### src/slrc_pkg.sv
// slrc_pkg: constants for the serial link receiver configuration bank
// assumes: registers sit on 32-bit avalon words, byte address = 4 * index
package slrc_pkg;
  // register indices, byte address is four times the index
  localparam logic [9:0] IDX_LINK_SUBSYSTEM_ENABLE = 10'h100;
  localparam logic [9:0] IDX_LINK_MODE_SELECT      = 10'h101;
  localparam logic [9:0] IDX_STREAM_COUNT_CONFIG   = 10'h102;
  localparam logic [9:0] IDX_LINK_CONTROL          = 10'h103;
  localparam logic [9:0] IDX_RELEASE_BUFFER_DELAY  = 10'h104;
  localparam logic [9:0] IDX_RECEIVER_STATUS       = 10'h105;
  // reset values
  localparam logic [7:0] RST_LINK_SUBSYSTEM_ENABLE = 8'h00;
  localparam logic [7:0] RST_LINK_MODE_SELECT      = 8'h00;
  localparam logic [7:0] RST_STREAM_COUNT_CONFIG   = 8'h01;
  localparam logic [7:0] RST_LINK_CONTROL          = 8'h03;
  localparam logic [7:0] RST_RELEASE_BUFFER_DELAY  = 8'h00;
  // field positions
  localparam int BIT_SUBSYSTEM_ENABLE = 0;
  localparam int BIT_VENDOR_MODE      = 6;
  localparam int BIT_RELEASE_CLASS    = 5;
  localparam int BIT_ENCODING         = 4;
  localparam int BIT_SAMPLE_FORMAT    = 1;
  localparam int BIT_SCRAMBLER        = 0;
  localparam int MODE_MSB             = 5;
  localparam int STREAM_MSB           = 3;
  localparam int RBD_MSB              = 5;
  // lanes and octet timing
  localparam int NUM_LANES            = 16;
  localparam logic [2:0] OCTET_DIV    = 3'h4;   // clk cycles per octet
  localparam int OCTETS_PER_RBD_STEP  = 4;
endpackage : slrc_pkg

### src/slrc_top.sv
// slrc_top: configuration registers of the serial link receiver
// assumes: avalon-mm master on clk_in; lane status and mode figures on clk_in
// Operation
// - enable bit low holds receiver subsystem in reset and serdes phy off
// - disabled link holds local multiframe counter in reset
// - six-bit link mode field, reset zero, written whether the link is enabled or disabled
// - four-bit stream count field resets to one, sets enabled streams
// - lanes equal ceiling of streams over mode maximum times mode lanes, capped at 16
// - control bit 6 selects vendor transmitter compatibility mode
// - bit 5 low releases buffer once every enabled lane is writing
// - bit 5 high releases buffer at counter-derived release opportunity
// - control bit 4 selects 8b/10b or 64b/66b link layer
// - control bit 1 selects offset binary or two's complement samples
// - control bit 0 enables 8b/10b descrambling, reset one
// - 64b/66b modes always descramble regardless of scrambler bit
// - each release delay step postpones opportunities by four octets
//
// Our own choice: the Avalon-MM slave port.
`timescale 1ns/100ps
`default_nettype none
module slrc_top (
  // clock and reset
  input  wire logic        clk_in,
  input  wire logic        resetn_in,
  // avalon-mm slave
  input  wire logic [11:0] avs_address_in,
  input  wire logic        avs_read_in,
  input  wire logic        avs_write_in,
  input  wire logic [31:0] avs_writedata_in,
  input  wire logic [3:0]  avs_byteenable_in,
  output logic      [31:0] avs_readdata_out,
  output logic             avs_waitrequest_out,
  // mode figures and lane status
  input  wire logic [3:0]  mode_max_streams_in,
  input  wire logic [4:0]  mode_lane_count_in,
  input  wire logic [9:0]  multiframe_octets_in,
  input  wire logic [15:0] lane_writing_in,
  // receiver controls
  output logic             subsystem_reset_out,
  output logic             phy_enable_out,
  output logic [15:0]      lane_enable_out,
  output logic             vendor_transmitter_mode_out,
  output logic             encoding_64b66b_out,
  output logic             sample_twos_comp_out,
  output logic             descramble_enable_out,
  output logic             buffer_release_out
);
  // registers
  logic [7:0]  enable_reg,  enable_next;
  logic [7:0]  mode_reg,    mode_next;
  logic [7:0]  streams_reg, streams_next;
  logic [7:0]  control_reg, control_next;
  logic [7:0]  rbd_reg,     rbd_next;
  logic        wait_reg,    wait_next;
  logic [31:0] rdata_reg,   rdata_next;
  logic [2:0]  div_reg,     div_next;
  logic        tick_reg,    tick_next;
  logic        release_reg, release_next;
  logic [15:0] lanes_en_reg, lanes_en_next;
  logic        ctl_reset_reg, ctl_phy_reg, ctl_vendor_reg, ctl_enc_reg, ctl_fmt_reg, ctl_descr_reg;
  logic [9:0]  index;
  logic        access;
  logic        do_write;
  logic        link_on;
  logic        opportunity;
  logic        all_writing;
  logic [4:0]  lane_total;
  logic [15:0] active_mask;

  assign index    = avs_address_in[11:2];
  assign access   = avs_read_in | avs_write_in;
  assign do_write = avs_write_in & ~wait_reg & avs_byteenable_in[0];
  assign link_on  = enable_reg[slrc_pkg::BIT_SUBSYSTEM_ENABLE];

  // lane count from stream count and mode figures
  slrc_lane_calc u_lane_calc (
    .clk_in              (clk_in),
    .resetn_in           (resetn_in),
    .stream_count_in     (streams_reg[slrc_pkg::STREAM_MSB:0]),
    .mode_max_streams_in (mode_max_streams_in),
    .mode_lane_count_in  (mode_lane_count_in),
    .lane_total_out      (lane_total)
  );

  // multiframe counter and release opportunities
  slrc_release_timer u_release_timer (
    .clk_in                  (clk_in),
    .resetn_in               (resetn_in),
    .run_in                  (link_on),
    .octet_tick_in           (tick_reg),
    .multiframe_octets_in    (multiframe_octets_in),
    .release_buffer_delay_in (rbd_reg[slrc_pkg::RBD_MSB:0]),
    .opportunity_out         (opportunity)
  );

  // active lane mask, one bit per lane
  genvar gi;
  generate
    for (gi = 0; gi < slrc_pkg::NUM_LANES; gi++) begin : g_lane
      assign active_mask[gi] = (5'(gi) < lane_total);
    end
  endgenerate

  // only lanes already switched on count: a lane not yet enabled shows no real status
  assign all_writing = (lanes_en_reg != 16'h0000) && ((lane_writing_in & lanes_en_reg) == lanes_en_reg);

  // bus slave: one wait cycle, then write takes effect and read data stand
  always_comb begin
    enable_next  = enable_reg;
    mode_next    = mode_reg;
    streams_next = streams_reg;
    control_next = control_reg;
    rbd_next     = rbd_reg;
    wait_next    = ~(access & wait_reg);
    rdata_next   = rdata_reg;
    if (access & wait_reg) begin
      unique case (index)
        slrc_pkg::IDX_LINK_SUBSYSTEM_ENABLE: rdata_next = {24'h000000, enable_reg};
        slrc_pkg::IDX_LINK_MODE_SELECT:      rdata_next = {24'h000000, mode_reg};
        slrc_pkg::IDX_STREAM_COUNT_CONFIG:   rdata_next = {24'h000000, streams_reg};
        slrc_pkg::IDX_LINK_CONTROL:          rdata_next = {24'h000000, control_reg};
        slrc_pkg::IDX_RELEASE_BUFFER_DELAY:  rdata_next = {24'h000000, rbd_reg};
        slrc_pkg::IDX_RECEIVER_STATUS:       rdata_next = {26'h0000000, release_reg, lane_total};
        default:                             rdata_next = 32'h00000000;
      endcase
    end
    // full bytes stored, reserved bits included
    if (do_write) begin
      unique case (index)
        slrc_pkg::IDX_LINK_SUBSYSTEM_ENABLE: enable_next  = avs_writedata_in[7:0];
        slrc_pkg::IDX_LINK_MODE_SELECT:      mode_next    = avs_writedata_in[7:0];
        slrc_pkg::IDX_STREAM_COUNT_CONFIG:   streams_next = avs_writedata_in[7:0];
        slrc_pkg::IDX_LINK_CONTROL:          control_next = avs_writedata_in[7:0];
        slrc_pkg::IDX_RELEASE_BUFFER_DELAY:  rbd_next     = avs_writedata_in[7:0];
        default:                             rbd_next     = rbd_reg;
      endcase
    end
  end

  always_ff @(posedge clk_in or negedge resetn_in) begin
    if (!resetn_in) begin
      enable_reg  <= slrc_pkg::RST_LINK_SUBSYSTEM_ENABLE;
      mode_reg    <= slrc_pkg::RST_LINK_MODE_SELECT;
      streams_reg <= slrc_pkg::RST_STREAM_COUNT_CONFIG;
      control_reg <= slrc_pkg::RST_LINK_CONTROL;
      rbd_reg     <= slrc_pkg::RST_RELEASE_BUFFER_DELAY;
      wait_reg    <= 1'b1;
      rdata_reg   <= 32'h00000000;
    end else begin
      enable_reg  <= enable_next;
      mode_reg    <= mode_next;
      streams_reg <= streams_next;
      control_reg <= control_next;
      rbd_reg     <= rbd_next;
      wait_reg    <= wait_next;
      rdata_reg   <= rdata_next;
    end
  end

  // octet enable divider and elastic buffer release
  always_comb begin
    div_next     = div_reg + 3'h1;
    tick_next    = 1'b0;
    if (div_reg == slrc_pkg::OCTET_DIV - 3'h1) begin
      div_next  = 3'h0;
      tick_next = 1'b1;
    end
    release_next = release_reg;
    if (!link_on) begin
      release_next = 1'b0;
    end else if (!release_reg && all_writing) begin
      if (!control_reg[slrc_pkg::BIT_RELEASE_CLASS]) begin
        release_next = 1'b1;
      end else if (opportunity) begin
        release_next = 1'b1;
      end
    end
    lanes_en_next = link_on ? active_mask : 16'h0000;
  end

  // registered control outputs
  always_ff @(posedge clk_in or negedge resetn_in) begin
    if (!resetn_in) begin
      div_reg        <= 3'h0;
      tick_reg       <= 1'b0;
      release_reg    <= 1'b0;
      lanes_en_reg   <= 16'h0000;
      ctl_reset_reg  <= 1'b1;
      ctl_phy_reg    <= 1'b0;
      ctl_vendor_reg <= 1'b0;
      ctl_enc_reg    <= 1'b0;
      ctl_fmt_reg    <= 1'b1;
      ctl_descr_reg  <= 1'b1;
    end else begin
      div_reg        <= div_next;
      tick_reg       <= tick_next;
      release_reg    <= release_next;
      lanes_en_reg   <= lanes_en_next;
      ctl_reset_reg  <= ~link_on;
      ctl_phy_reg    <= link_on;
      ctl_vendor_reg <= control_reg[slrc_pkg::BIT_VENDOR_MODE];
      ctl_enc_reg    <= control_reg[slrc_pkg::BIT_ENCODING];
      ctl_fmt_reg    <= control_reg[slrc_pkg::BIT_SAMPLE_FORMAT];
      ctl_descr_reg  <= control_reg[slrc_pkg::BIT_ENCODING] | control_reg[slrc_pkg::BIT_SCRAMBLER];
    end
  end

  assign avs_readdata_out            = rdata_reg;
  assign avs_waitrequest_out         = wait_reg;
  assign subsystem_reset_out         = ctl_reset_reg;
  assign phy_enable_out              = ctl_phy_reg;
  assign lane_enable_out             = lanes_en_reg;
  assign vendor_transmitter_mode_out = ctl_vendor_reg;
  assign encoding_64b66b_out         = ctl_enc_reg;
  assign sample_twos_comp_out        = ctl_fmt_reg;
  assign descramble_enable_out       = ctl_descr_reg;
  assign buffer_release_out          = release_reg;
endmodule // slrc_top
`default_nettype wire

### src/slrc_lane_calc.sv
// slrc_lane_calc: lanes to enable from stream count and mode figures
// assumes: mode figures come from the mode decoder on the same clock
`timescale 1ns/100ps
`default_nettype none
module slrc_lane_calc (
  // clock and reset
  input  wire logic       clk_in,
  input  wire logic       resetn_in,
  // operands
  input  wire logic [3:0] stream_count_in,
  input  wire logic [3:0] mode_max_streams_in,
  input  wire logic [4:0] mode_lane_count_in,
  // result
  output logic      [4:0] lane_total_out
);
  logic [4:0] lanes_reg;
  logic [4:0] lanes_next;
  logic [4:0] groups;
  logic [9:0] product;

  // ceiling of streams over max streams, times lanes per group
  always_comb begin
    groups = 5'h00;
    if (mode_max_streams_in != 4'h0) begin
      groups = 5'((5'(stream_count_in) + 5'(mode_max_streams_in) - 5'h01) / 5'(mode_max_streams_in));
    end
    product    = 10'(groups) * 10'(mode_lane_count_in); // widen first so the product cannot wrap at five bits
    lanes_next = (product > 10'(slrc_pkg::NUM_LANES)) ? 5'(slrc_pkg::NUM_LANES) : product[4:0];
  end

  always_ff @(posedge clk_in or negedge resetn_in) begin
    if (!resetn_in) begin
      lanes_reg <= 5'h00;
    end else begin
      lanes_reg <= lanes_next;
    end
  end

  assign lane_total_out = lanes_reg;
endmodule // slrc_lane_calc
`default_nettype wire

### src/slrc_release_timer.sv
// slrc_release_timer: local multiframe counter and release opportunities
// assumes: octet_tick_in is a one-cycle enable, multiframe length nonzero
`timescale 1ns/100ps
`default_nettype none
module slrc_release_timer (
  // clock and reset
  input  wire logic       clk_in,
  input  wire logic       resetn_in,
  // control
  input  wire logic       run_in,
  input  wire logic       octet_tick_in,
  input  wire logic [9:0] multiframe_octets_in,
  input  wire logic [5:0] release_buffer_delay_in,
  // result
  output logic            opportunity_out
);
  logic [9:0] count_reg;
  logic [9:0] count_next;
  logic       opp_reg;
  logic       opp_next;
  logic [9:0] target;

  // counter held at zero while the link is off, wraps at the multiframe
  always_comb begin
    target     = 10'(release_buffer_delay_in * slrc_pkg::OCTETS_PER_RBD_STEP);
    count_next = count_reg;
    opp_next   = 1'b0;
    if (!run_in) begin
      count_next = 10'h000;
    end else if (octet_tick_in) begin
      opp_next   = (count_reg == target);
      count_next = (count_reg + 10'h001 >= multiframe_octets_in) ? 10'h000 : count_reg + 10'h001;
    end
  end

  always_ff @(posedge clk_in or negedge resetn_in) begin
    if (!resetn_in) begin
      count_reg <= 10'h000;
      opp_reg   <= 1'b0;
    end else begin
      count_reg <= count_next;
      opp_reg   <= opp_next;
    end
  end

  assign opportunity_out = opp_reg;
endmodule // slrc_release_timer
`default_nettype wire

### config.mk
export PLATFORM = sky130hd
export DESIGN_NAME = slrc_top
export DESIGN_NICKNAME = d
export VERILOG_FILES = /design/src/slrc_pkg.sv /design/src/slrc_top.sv /design/src/slrc_lane_calc.sv /design/src/slrc_release_timer.sv
export SDC_FILE = /design/constraint.sdc
export NUM_CORES = 1
export LEC_CHECK = 0
export ABC_AREA = 1
export BUFFER_PORTS_ARGS = -buffer_cell sky130_fd_sc_hd__buf_2
export CAP_MARGIN = 20
export CORE_MARGIN = 3
export CORE_UTILIZATION = 55
export DETAILED_ROUTE_END_ITERATION = 10
export HOLD_SLACK_MARGIN = 0.12
export PLACE_DENSITY = 0.85
export RECOVER_POWER = 50
export SYNTH_ARGS = -nofsm -noshare
export SYNTH_HDL_FRONTEND = slang
export SYNTH_SLANG_ARGS = --single-unit
### constraint.sdc
create_clock -name clk_in -period 10 [get_ports clk_in]
set_clock_uncertainty 0.1 [all_clocks]
set_input_delay 1.5 -clock clk_in [delete_from_list [all_inputs] [get_ports clk_in]]
set_output_delay 1.5 -clock clk_in [all_outputs]
set_load 0.1 [all_outputs]
==> flow_summary.json, run 1 <==
{
  "ys_warn_count": 0,
  "syn_area_mm2": 0.006221,
  "synthMuxAreaShare": 0,
  "cp-endpoint": "u_lane_calc.lane_total_out[0]$_DFF_PN0_",
  "post-route-worst-setup-slack_ns": 0.4787,
  "clock_latency_ns": 0.34,
  "cts_hold_buffers": 0,
  "whs_ns": 0.2889,
  "synthCells": 763,
  "grt-ovfl-total": 0,
  "power.density_mw_per_mm2": 174.6,
  "cts_made_buffers": 9,
  "slowest_stage": "fa_1",
  "crit_buf_inv": 8,
  "arrival_ns": 9.69,
  "status": "complete, but fails checks",
  "r2r_slack_ns": 1.32,
  "coreArea_mm2": 0.01094,
  "grt_pass1_vias": 5099,
  "dpl.hpwl_um": 10710,
  "cp-end-kind": "register",
  "maxSlewViolCount": 95,
  "violations": "capacitance limit, slew limit",
  "clockBufferDepth": 2,
  "die_area_mm2": 0.01262,
  "via_per_inst": 5.357,
  "gr-max-usage-layer": "met2",
  "r2r_start": "streams_reg[0]$_DFFE_PN1P_",
  "global_route.usage.met1": 0.2959,
  "finalSetupTns_ns": 0,
  "grt.met3_usage": 0.03827,
  "root_buffer": "clkbuf_16",
  "synth.avg_cell_area_um2": 8.153,
  "r2r_end": "u_lane_calc.lane_total_out[0]$_DFF_PN0_",
  "synth_edf_count": 0,
  "synth_ff_type": "dfrtp_1",
  "area_delta_synth_final_pct": 16.55,
  "synthArstFlopShare": 1.000,
  "grt_first_pass_wirelength_um": 23380,
  "layout-drive-gt1-share": 0.2158,
  "pin_count": 143,
  "fmax_ghz": 0.1050,
  "largest_register_ffs": 16,
  "fin_nets": 1022,
  "h-tree-depth": 3,
  "ys_ff_latch": 92,
  "grt_max_degree": 53,
  "antenna_left": 0,
  "routed_wl_um": 14650,
  "row_count": 38,
  "grt_usage": 0.2251,
  "antenna_found_initial": 0,
  "criticalPathCategory": "in -> reg",
  "period_share": 0.9521,
  "regArea_mm2": 0.002311,
  "multi_input_area_mm2": 0.003342,
  "worst-slew-pin-transition_ns": 2.628,
  "crit_start": "mode_max_streams_in[2]",
  "setup_violations": 0,
  "p_leak_nw": 3.918,
  "path_depth": 54,
  "worst_ep_required_time_ns": 10.17,
  "place_ws_ns": -0.1426,
  "place.port_buffers": 89,
  "synth_xor_area_frac": 0.02675,
  "crit_family": "adder cells",
  "diodes": 0,
  "drc": 0,
  "synthSimpleGateAreaFrac": 0.1947,
  "finalCriticalPeriod_ns": 9.521,
  "cpMostUsedCell": "nand2_1",
  "yosysUniqueCellTypes": 44,
  "yosys.area_share.adder": 0.1408,
  "synth_top_family_by_area": "simple AND/OR/NAND/NOR gates",
  "first_iter_violations": 363,
  "dieHeight_um": 112.4,
  "post-route-util": 0.6630,
  "synth_compound_area_frac": 0.1412,
  "ys_seq_area_frac": 0.3715,
  "start_util": 0.5689,
  "cts.clk_slew.worst_paths_ns": 0.07,
  "p_total_mw": 1.266,
  "nFillCells": 833,
  "cp-start-kind": "input pin",
  "relSlewSlack": -0.7523,
  "drt_pass1_iterations": 5,
  "cts_tree": "yes",
  "hold_viol": 0,
  "rr_worst_depth": 52,
  "slowest_delay_ns": 0.57,
  "via_count": 5443,
  "routabilityCongestion": 0.8877,
  "clkSinkCount": 92,
  "irDropWorstVdd_mv": 0.09649,
  "wl_per_cell_um": 14.42,
  "max_cap_violations": 2,
  "use_met2": 0.3838,
  "hold_class": "reg -> reg",
  "path_max_fanout": 6,
  "chipWidth_um": 112.4
}
## logic make-up after synthesis
family	after synthesis
AOI/OAI and AO/OA	143
and+or+nand+nor	268
other	1
xor gates and xnor gates	19
buffers and inverters	176
DFF	92
adders and majority gates	64
## synth_stat cells (all sizes together), types with 6 or more instances
| master | n | area [µm²] |
|---|---|---|
| a21oi | 37 | 203.9 |
| a221oi | 8 | 70.07 |
| buf | 31 | 230.2 |
| dfrtp | 85 | 2127 |
| dfstp | 7 | 183.9 |
| fa | 10 | 200.2 |
| ha | 54 | 675.7 |
| inv | 144 | 540.5 |
| nand2 | 150 | 595.6 |
| nand3 | 33 | 185.2 |
| nor2 | 58 | 232.7 |
| nor3 | 11 | 97.59 |
| nor4 | 7 | 43.79 |
| o21ai | 68 | 374.1 |
| o22ai | 6 | 37.54 |
| xor2 | 15 | 131.4 |
## worst min path at each step
| stage | from | slack [ns] | endpoint | cells after the start |
|---|---|---|---|---|
| final | control_reg[1]$_DFFE_PN1P_ | 0.29 | sample_twos_comp_out$_DFF_PN1_ | 0 |
| after global routing | control_reg[1]$_DFFE_PN1P_ | 0.30 | sample_twos_comp_out$_DFF_PN1_ | 0 |
| after CTS | control_reg[1]$_DFFE_PN1P_ | 0.28 | sample_twos_comp_out$_DFF_PN1_ | 0 |
| after detailed placement | control_reg[1]$_DFFE_PN1P_ | 0.27 | sample_twos_comp_out$_DFF_PN1_ | 0 |
| after global placement | control_reg[1]$_DFFE_PN1P_ | 0.27 | sample_twos_comp_out$_DFF_PN1_ | 0 |
| after floorplan | control_reg[1]$_DFFE_PN1P_ | 0.26 | sample_twos_comp_out$_DFF_PN1_ | 0 |
## timing repair
action	in CTS	in global routing
setup buffers	0	4
endpoints found under the hold margin	0	0
endpoints found under the setup margin	0	5
resized for setup	0	19
## metrics by stage
stage	instances	instance area, µm²
2_1_floorplan	786	6307
6_report	1016	7251
4_1_cts	1012	7108
5_1_grt	1016	7251
3_5_place_dp	996	6790
3_3_place_gp	996	6790
## report_power, final
group          internal [mW]  total, mW  leakage, nW  switching, mW
clock network          0.200      0.354        0.155          0.154
logic                  0.186      0.517         2.52          0.331
registers              0.384      0.395         1.24         0.0106
## metal layers
| layer | wire, µm | vias up |
|---|---|---|
| li1 | - | 2651 |
| met1 | 6232 | 2512 |
| met2 | 7080 | 243 |
| met3 | 964 | 37 |
| met4 | 371 | 0 |
| met5 | 0 | - |
## placed cells by master, fill, tap and decap left out, types with 24 or more instances in the layout
master	instances
a21oi_1	30
buf_2	88
conb_1	24
dfrtp_1	85
ha_1	48
inv_1	135
nand2_1	136
nand3_1	29
nor2_1	54
o21ai_0	32
o21ai_1	27
## final cells by class
| class | instances | area share |
|---|---|---|
| clock buffer | 9 | 0.03106 |
| inverter | 145 | 0.07506 |
| clock inverter | 7 | 0.01277 |
| sequential | 92 | 0.3187 |
| tap | 140 | 0.02416 |
| multi-input combinational | 518 | 0.4609 |
| timing repair buffer | 105 | 0.07731 |
No activity file was read; power rests on OpenSTA's default activity.
==> run 2, diff against run 1 <==
--- a/config.mk
+++ b/config.mk
@@ -6,7 +6,7 @@
 export NUM_CORES = 1
 export LEC_CHECK = 0
 export ABC_AREA = 1
-export BUFFER_PORTS_ARGS = -buffer_cell sky130_fd_sc_hd__buf_2
+export BUFFER_PORTS_ARGS = -buffer_cell sky130_fd_sc_hd__buf_4
 export CAP_MARGIN = 20
 export CORE_MARGIN = 3
 export CORE_UTILIZATION = 55
==> flow_summary.json, run 2 (synthesized netlist as in run 1, its figures left out) <==
{
  "cp-start-kind": "input pin",
  "pin_count": 143,
  "cts_tree": "yes",
  "worst-slew-pin-transition_ns": 3.973,
  "dieHeight_um": 112.4,
  "violations": "capacitance limit, slew limit",
  "slowest_delay_ns": 0.58,
  "relSlewSlack": -1.649,
  "chipWidth_um": 112.4,
  "drt_pass1_iterations": 5,
  "period_share": 0.9466,
  "row_count": 38,
  "criticalPathCategory": "in -> reg",
  "coreArea_mm2": 0.01094,
  "power.density_mw_per_mm2": 168.1,
  "clock_latency_ns": 0.34,
  "irDropWorstVdd_mv": 0.1145,
  "place_inst": 998,
  "grt_usage": 0.2281,
  "drc": 0,
  "layout-drive-gt1-share": 0.2135,
  "cp-end-kind": "register",
  "layout_common_cells": "nand2_1, inv_1, buf_4",
  "maxSlewViolCount": 79,
  "fmax_ghz": 0.1056,
  "routabilityCongestion": 0.8743,
  "fin_nets": 1022,
  "finalSetupTns_ns": 0,
  "grt-ovfl-total": 0,
  "grt_first_pass_wirelength_um": 23720,
  "grt_max_degree": 92,
  "p_leak_nw": 3.949,
  "start_util": 0.5689,
  "cts_made_buffers": 9,
  "largest_register_ffs": 16,
  "first_iter_violations": 456,
  "root_buffer": "clkbuf_16",
  "wl_per_cell_um": 14.27,
  "via_count": 5452,
  "layout_commonest_cell": "nand2_1",
  "p_total_mw": 1.246,
  "arrival_ns": 9.63,
  "status": "complete, but fails checks",
  "via_per_inst": 5.366,
  "clkSinkCount": 92,
  "hold_viol": 0,
  "area_delta_synth_final_pct": 19.09,
  "cts.clk_slew.worst_paths_ns": 0.07,
  "slowest_stage": "fa_1",
  "antenna_found_initial": 0,
  "cpMostUsedCell": "nand2_1",
  "routed_wl_um": 14490,
  "post-route-util": 0.6775,
  "antenna_left": 0,
  "grt_pass1_vias": 5163,
  "final_cells": 1016,
  "hold_class": "reg -> reg",
  "path_max_fanout": 6,
  "worst_ep_required_time_ns": 10.16,
  "setup_violations": 0,
  "h-tree-depth": 3,
  "clockBufferDepth": 2,
  "finalCriticalPeriod_ns": 9.466,
  "max_cap_violations": 1,
  "place.port_buffers": 89,
  "dpl.hpwl_um": 10880,
  "cts_hold_buffers": 0,
  "die_area_mm2": 0.01262,
  "diodes": 0
}
run 2: worst paths after layout:
path                                                       endpoint                  startpoint  cells after the start  slack, ns
hold / removal                       sample_twos_comp_out$_DFF_PN1_  control_reg[1]$_DFFE_PN1P_                      0       0.30
setup reg to reg            u_lane_calc.lane_total_out[3]$_DFF_PN0_  streams_reg[1]$_DFFE_PN0P_                     54       1.35
min in group asynchronous  u_release_timer.count_reg[9]$_DFFE_PN0P_                   resetn_in                      1       0.84
setup / recovery            u_lane_calc.lane_total_out[3]$_DFF_PN0_      mode_max_streams_in[2]                     55       0.53
max in group asynchronous           avs_readdata_out[5]$_DFFE_PN0P_                   resetn_in                      3       4.39
hold reg to reg                      sample_twos_comp_out$_DFF_PN1_  control_reg[1]$_DFFE_PN1P_                      0       0.30
run 2: cell type report:
| cell class | count | area [µm²] |
|---|---|---|
| timing repair buffer | 105 | 780.7 |
| clock buffer | 9 | 225.2 |
| clock inverter | 7 | 71.32 |
| multi-input combinational | 518 | 3301 |
| sequential | 92 | 2311 |
| inverter | 145 | 544.3 |
| fill | 846 | 3527 |
| tap | 140 | 175.2 |
run 2: routing by layer:
metal / track usage / vias up / share of wire / wire length, µm
met5: 0 / - / 0 / 0
met2: 0.3925 / 217 / 0.50 / 7179
met3: 0.04636 / 34 / 0.065 / 939
met1: 0.2940 / 2545 / 0.42 / 6077
met4: 0.06250 / 0 / 0.020 / 297
li1: - / 2656 / - / -
run 2: worst max-delay path: cells and delay by family:
kind,cells,cell delay (ns)
adders and majority gates,11,3.84
xor gates and xnor gates,1,0.15
buffers and inverters,8,0.49
AOI/OAI and AO/OA,10,1.18
and+or+nand+nor,25,2.47
run 2: repair_timing:
action | 4_1_cts | 5_1_grt
setup endpoints to repair | 0 | 5
buffers inserted | 0 | 1
resized for setup | 0 | 15
run 2: per-stage QoR:
step / worst slack [ns] / area, µm² / hold slack, ns
5_1_grt: -0.09182 / 7408 / 0.3283
3_5_place_dp: -0.06015 / 7025 / 0.2749
4_1_cts: 0.2184 / 7322 / 0.2848
6_report: 0.5343 / 7408 / 0.2977
3_3_place_gp: 0.04855 / 7025 / 0.2715
2_1_floorplan: 0.7246 / 6307 / 0.2605
run 2: report_power, final:
part / switching (mW) / internal [mW] / total, mW
Sequential: 0.0107 / 0.384 / 0.395
Clock: 0.156 / 0.175 / 0.331
Combinational: 0.332 / 0.188 / 0.520
==> run 3, diff against run 2 <==
--- a/config.mk
+++ b/config.mk
@@ -7,12 +7,14 @@
 export LEC_CHECK = 0
 export ABC_AREA = 1
 export BUFFER_PORTS_ARGS = -buffer_cell sky130_fd_sc_hd__buf_4
-export CAP_MARGIN = 20
+export CAP_MARGIN = 5
+export CELL_PAD_IN_SITES_DETAIL_PLACEMENT = 2
+export CELL_PAD_IN_SITES_GLOBAL_PLACEMENT = 2
 export CORE_MARGIN = 3
-export CORE_UTILIZATION = 55
+export CORE_UTILIZATION = 32
 export DETAILED_ROUTE_END_ITERATION = 10
 export HOLD_SLACK_MARGIN = 0.12
-export PLACE_DENSITY = 0.85
+export PLACE_DENSITY = 0.86
 export RECOVER_POWER = 50
 export SYNTH_ARGS = -nofsm -noshare
 export SYNTH_HDL_FRONTEND = slang
==> constraint.sdc (replaced) <==
create_clock -name clk_in -period 8.93 [get_ports clk_in]
set_clock_uncertainty 0.1 [all_clocks]
set_input_delay 1.3395 -clock clk_in [delete_from_list [all_inputs] [get_ports clk_in]]
set_output_delay 1.3395 -clock clk_in [all_outputs]
set_load 0.1 [all_outputs]
==> flow_summary.json, run 3 (synthesized netlist as in run 1, its figures left out) <==
{
  "status": "complete, but fails checks",
  "violations": "capacitance limit, slew limit, setup timing",
  "cts_made_buffers": 9,
  "cts_tree": "yes",
  "p_sw_mw": 0.8313,
  "irDropWorstVdd_mv": 0.08513,
  "die_area_mm2": 0.02115,
  "routabilityCongestion": 0.7853,
  "grt-ovfl-total": 0,
  "routed_wl_um": 33050,
  "p_leak_nw": 4.363,
  "place_inst": 1157,
  "period_share": 1.092,
  "cp-start-kind": "input pin",
  "grt_first_pass_wirelength_um": 44320,
  "stdcell_area_mm2": 0.008603,
  "relSlewSlack": -1.192,
  "rsz0062_at_grt": "true",
  "seq_power_share": 0.241,
  "post-route-util": 0.4554,
  "maxSlewViolCount": 95,
  "post-route-worst-setup-slack_ns": -0.8178,
  "worst-slew-pin-transition_ns": 3.287,
  "clock_latency_ns": 0.37,
  "chipWidth_um": 145.4,
  "layout_common_cells": "buf_4, inv_1, nand2_1",
  "via_count": 6619,
  "row_count": 50,
  "cp-end-kind": "register",
  "finalCriticalPeriod_ns": 9.748,
  "antenna_left": 0,
  "layout_commonest_cell": "buf_4",
  "cts.clk_slew.worst_paths_ns": 0.06,
  "path_max_fanout": 6,
  "pin_count": 143,
  "swShare": 0.4484,
  "slowest_stage": "fa_1",
  "dieHeight_um": 145.4,
  "power.density_mw_per_mm2": 215.5,
  "cpMostUsedCell": "ha_4",
  "p_clk_frac": 0.206,
  "grt_usage": 0.2678,
  "hold_viol": 0,
  "final_cells": 1205,
  "drt_pass1_iterations": 5,
  "arrival_ns": 9.93,
  "clkSinkCount": 92,
  "cts_hold_buffers": 0,
  "fmax_ghz": 0.1026,
  "grt_pass1_vias": 7311,
  "clockBufferDepth": 2,
  "max_cap_violations": 2,
  "via_per_inst": 5.493,
  "drc": 0,
  "dpl-instance-area_mm2": 0.007485,
  "p_total_mw": 1.854,
  "nFillCells": 2064,
  "power_frac_comb": 0.553,
  "h-tree-depth": 3,
  "worst_ep_required_time_ns": 9.11,
  "first_iter_violations": 522,
  "place.port_buffers": 89,
  "largest_register_ffs": 16,
  "multi_input_area_mm2": 0.003820,
  "start_util": 0.3293,
  "dpl.hpwl_um": 17440,
  "place_ws_ns": -1.309,
  "wl_per_cell_um": 27.42,
  "regArea_mm2": 0.002311,
  "area_delta_synth_final_pct": 38.29,
  "grt_max_degree": 60,
  "intPower_mw": 1.023,
  "slowest_delay_ns": 0.60,
  "setup_violations": 5,
  "hold_class": "reg -> reg",
  "layout-drive-gt1-share": 0.3496,
  "root_buffer": "clkbuf_16",
  "fin_nets": 1090,
  "criticalPathCategory": "in -> reg",
  "coreArea_mm2": 0.01889,
  "antenna_found_initial": 1
}
## run 3: cell count changes in the layout (fill, tap and decap cells not counted), sizes merged
cell | previous run | this run
clkinv | 3 | 4
clkbuf | 12 | 14
buf | 102 | 171
clkinvlp | 2 | 1
inv | 147 | 144
diode | 0 | 1
## run 3: cell type report
| class | count | area share |
|---|---|---|
| timing repair buffer | 173 | 0.1531 |
| tap | 260 | 0.03781 |
| antenna | 1 | 0.0002909 |
| multi-input combinational | 518 | 0.4440 |
| clock buffer | 12 | 0.02749 |
| inverter | 145 | 0.06559 |
| clock inverter | 4 | 0.003054 |
| sequential | 92 | 0.2686 |
## run 3: final timing paths
path	slack [ns]	to	start	cells past startpoint
min in group asynchronous	1.44	buffer_release_out$_DFFE_PN0P_	resetn_in	1
max in group asynchronous	3.33	u_lane_calc.lane_total_out[2]$_DFF_PN0_	resetn_in	2
max reg2reg	-0.33	u_lane_calc.lane_total_out[2]$_DFF_PN0_	streams_reg[0]$_DFFE_PN1P_	48
min	0.32	sample_twos_comp_out$_DFF_PN1_	control_reg[1]$_DFFE_PN1P_	0
max	-0.82	u_lane_calc.lane_total_out[2]$_DFF_PN0_	mode_max_streams_in[1]	49
min reg2reg	0.32	sample_twos_comp_out$_DFF_PN1_	control_reg[1]$_DFFE_PN1P_	0
## run 3: layer usage
metal,track usage,vias to the layer above,routed length (µm)
li1,-,2779,-
met1,0.3080,3394,12490
met2,0.4845,330,17050
met3,0.04858,116,1856
met4,0.1201,0,1648
met5,0,-,0
## run 3: timing repair
| action | in CTS | in global routing |
|---|---|---|
| resized for setup | 71 | 68 |
| pin swaps | 50 | 50 |
| buffers inserted | 23 | 8 |
| setup endpoints to repair | 5 | 5 |
## run 3: per-stage QoR
stage,setup TNS [ns],hold WS [ns]
after floorplan,0,0.2605
after global placement,-3.310,0.2719
after detailed placement,-6.024,0.2757
after CTS,-0.6643,0.2866
after global routing,-5.054,0.3219
final,-3.854,0.3163
## run 3: power groups by stage
| stage | sequential, mW | clock, mW | combinational (mW) |
|---|---|---|---|
| final | 0.448 | 0.382 | 1.02 |
| after global routing | 0.447 | 0.399 | 1.08 |
| after CTS | 0.445 | 0.363 | 0.799 |
| after detailed placement | 0.452 | 0 | 0.683 |
| after global placement | 0.451 | 0 | 0.628 |
| after floorplan | 0.487 | 0 | 0.372 |
## run 3: worst max-delay path: cells and delay by family
| family | cells | cell delay (ns) |
|---|---|---|
| compound gates | 11 | 1.59 |
| simple gates | 16 | 1.77 |
| xor+xnor | 2 | 0.46 |
| buf+inv | 9 | 0.95 |
| fa+ha+maj | 11 | 3.80 |
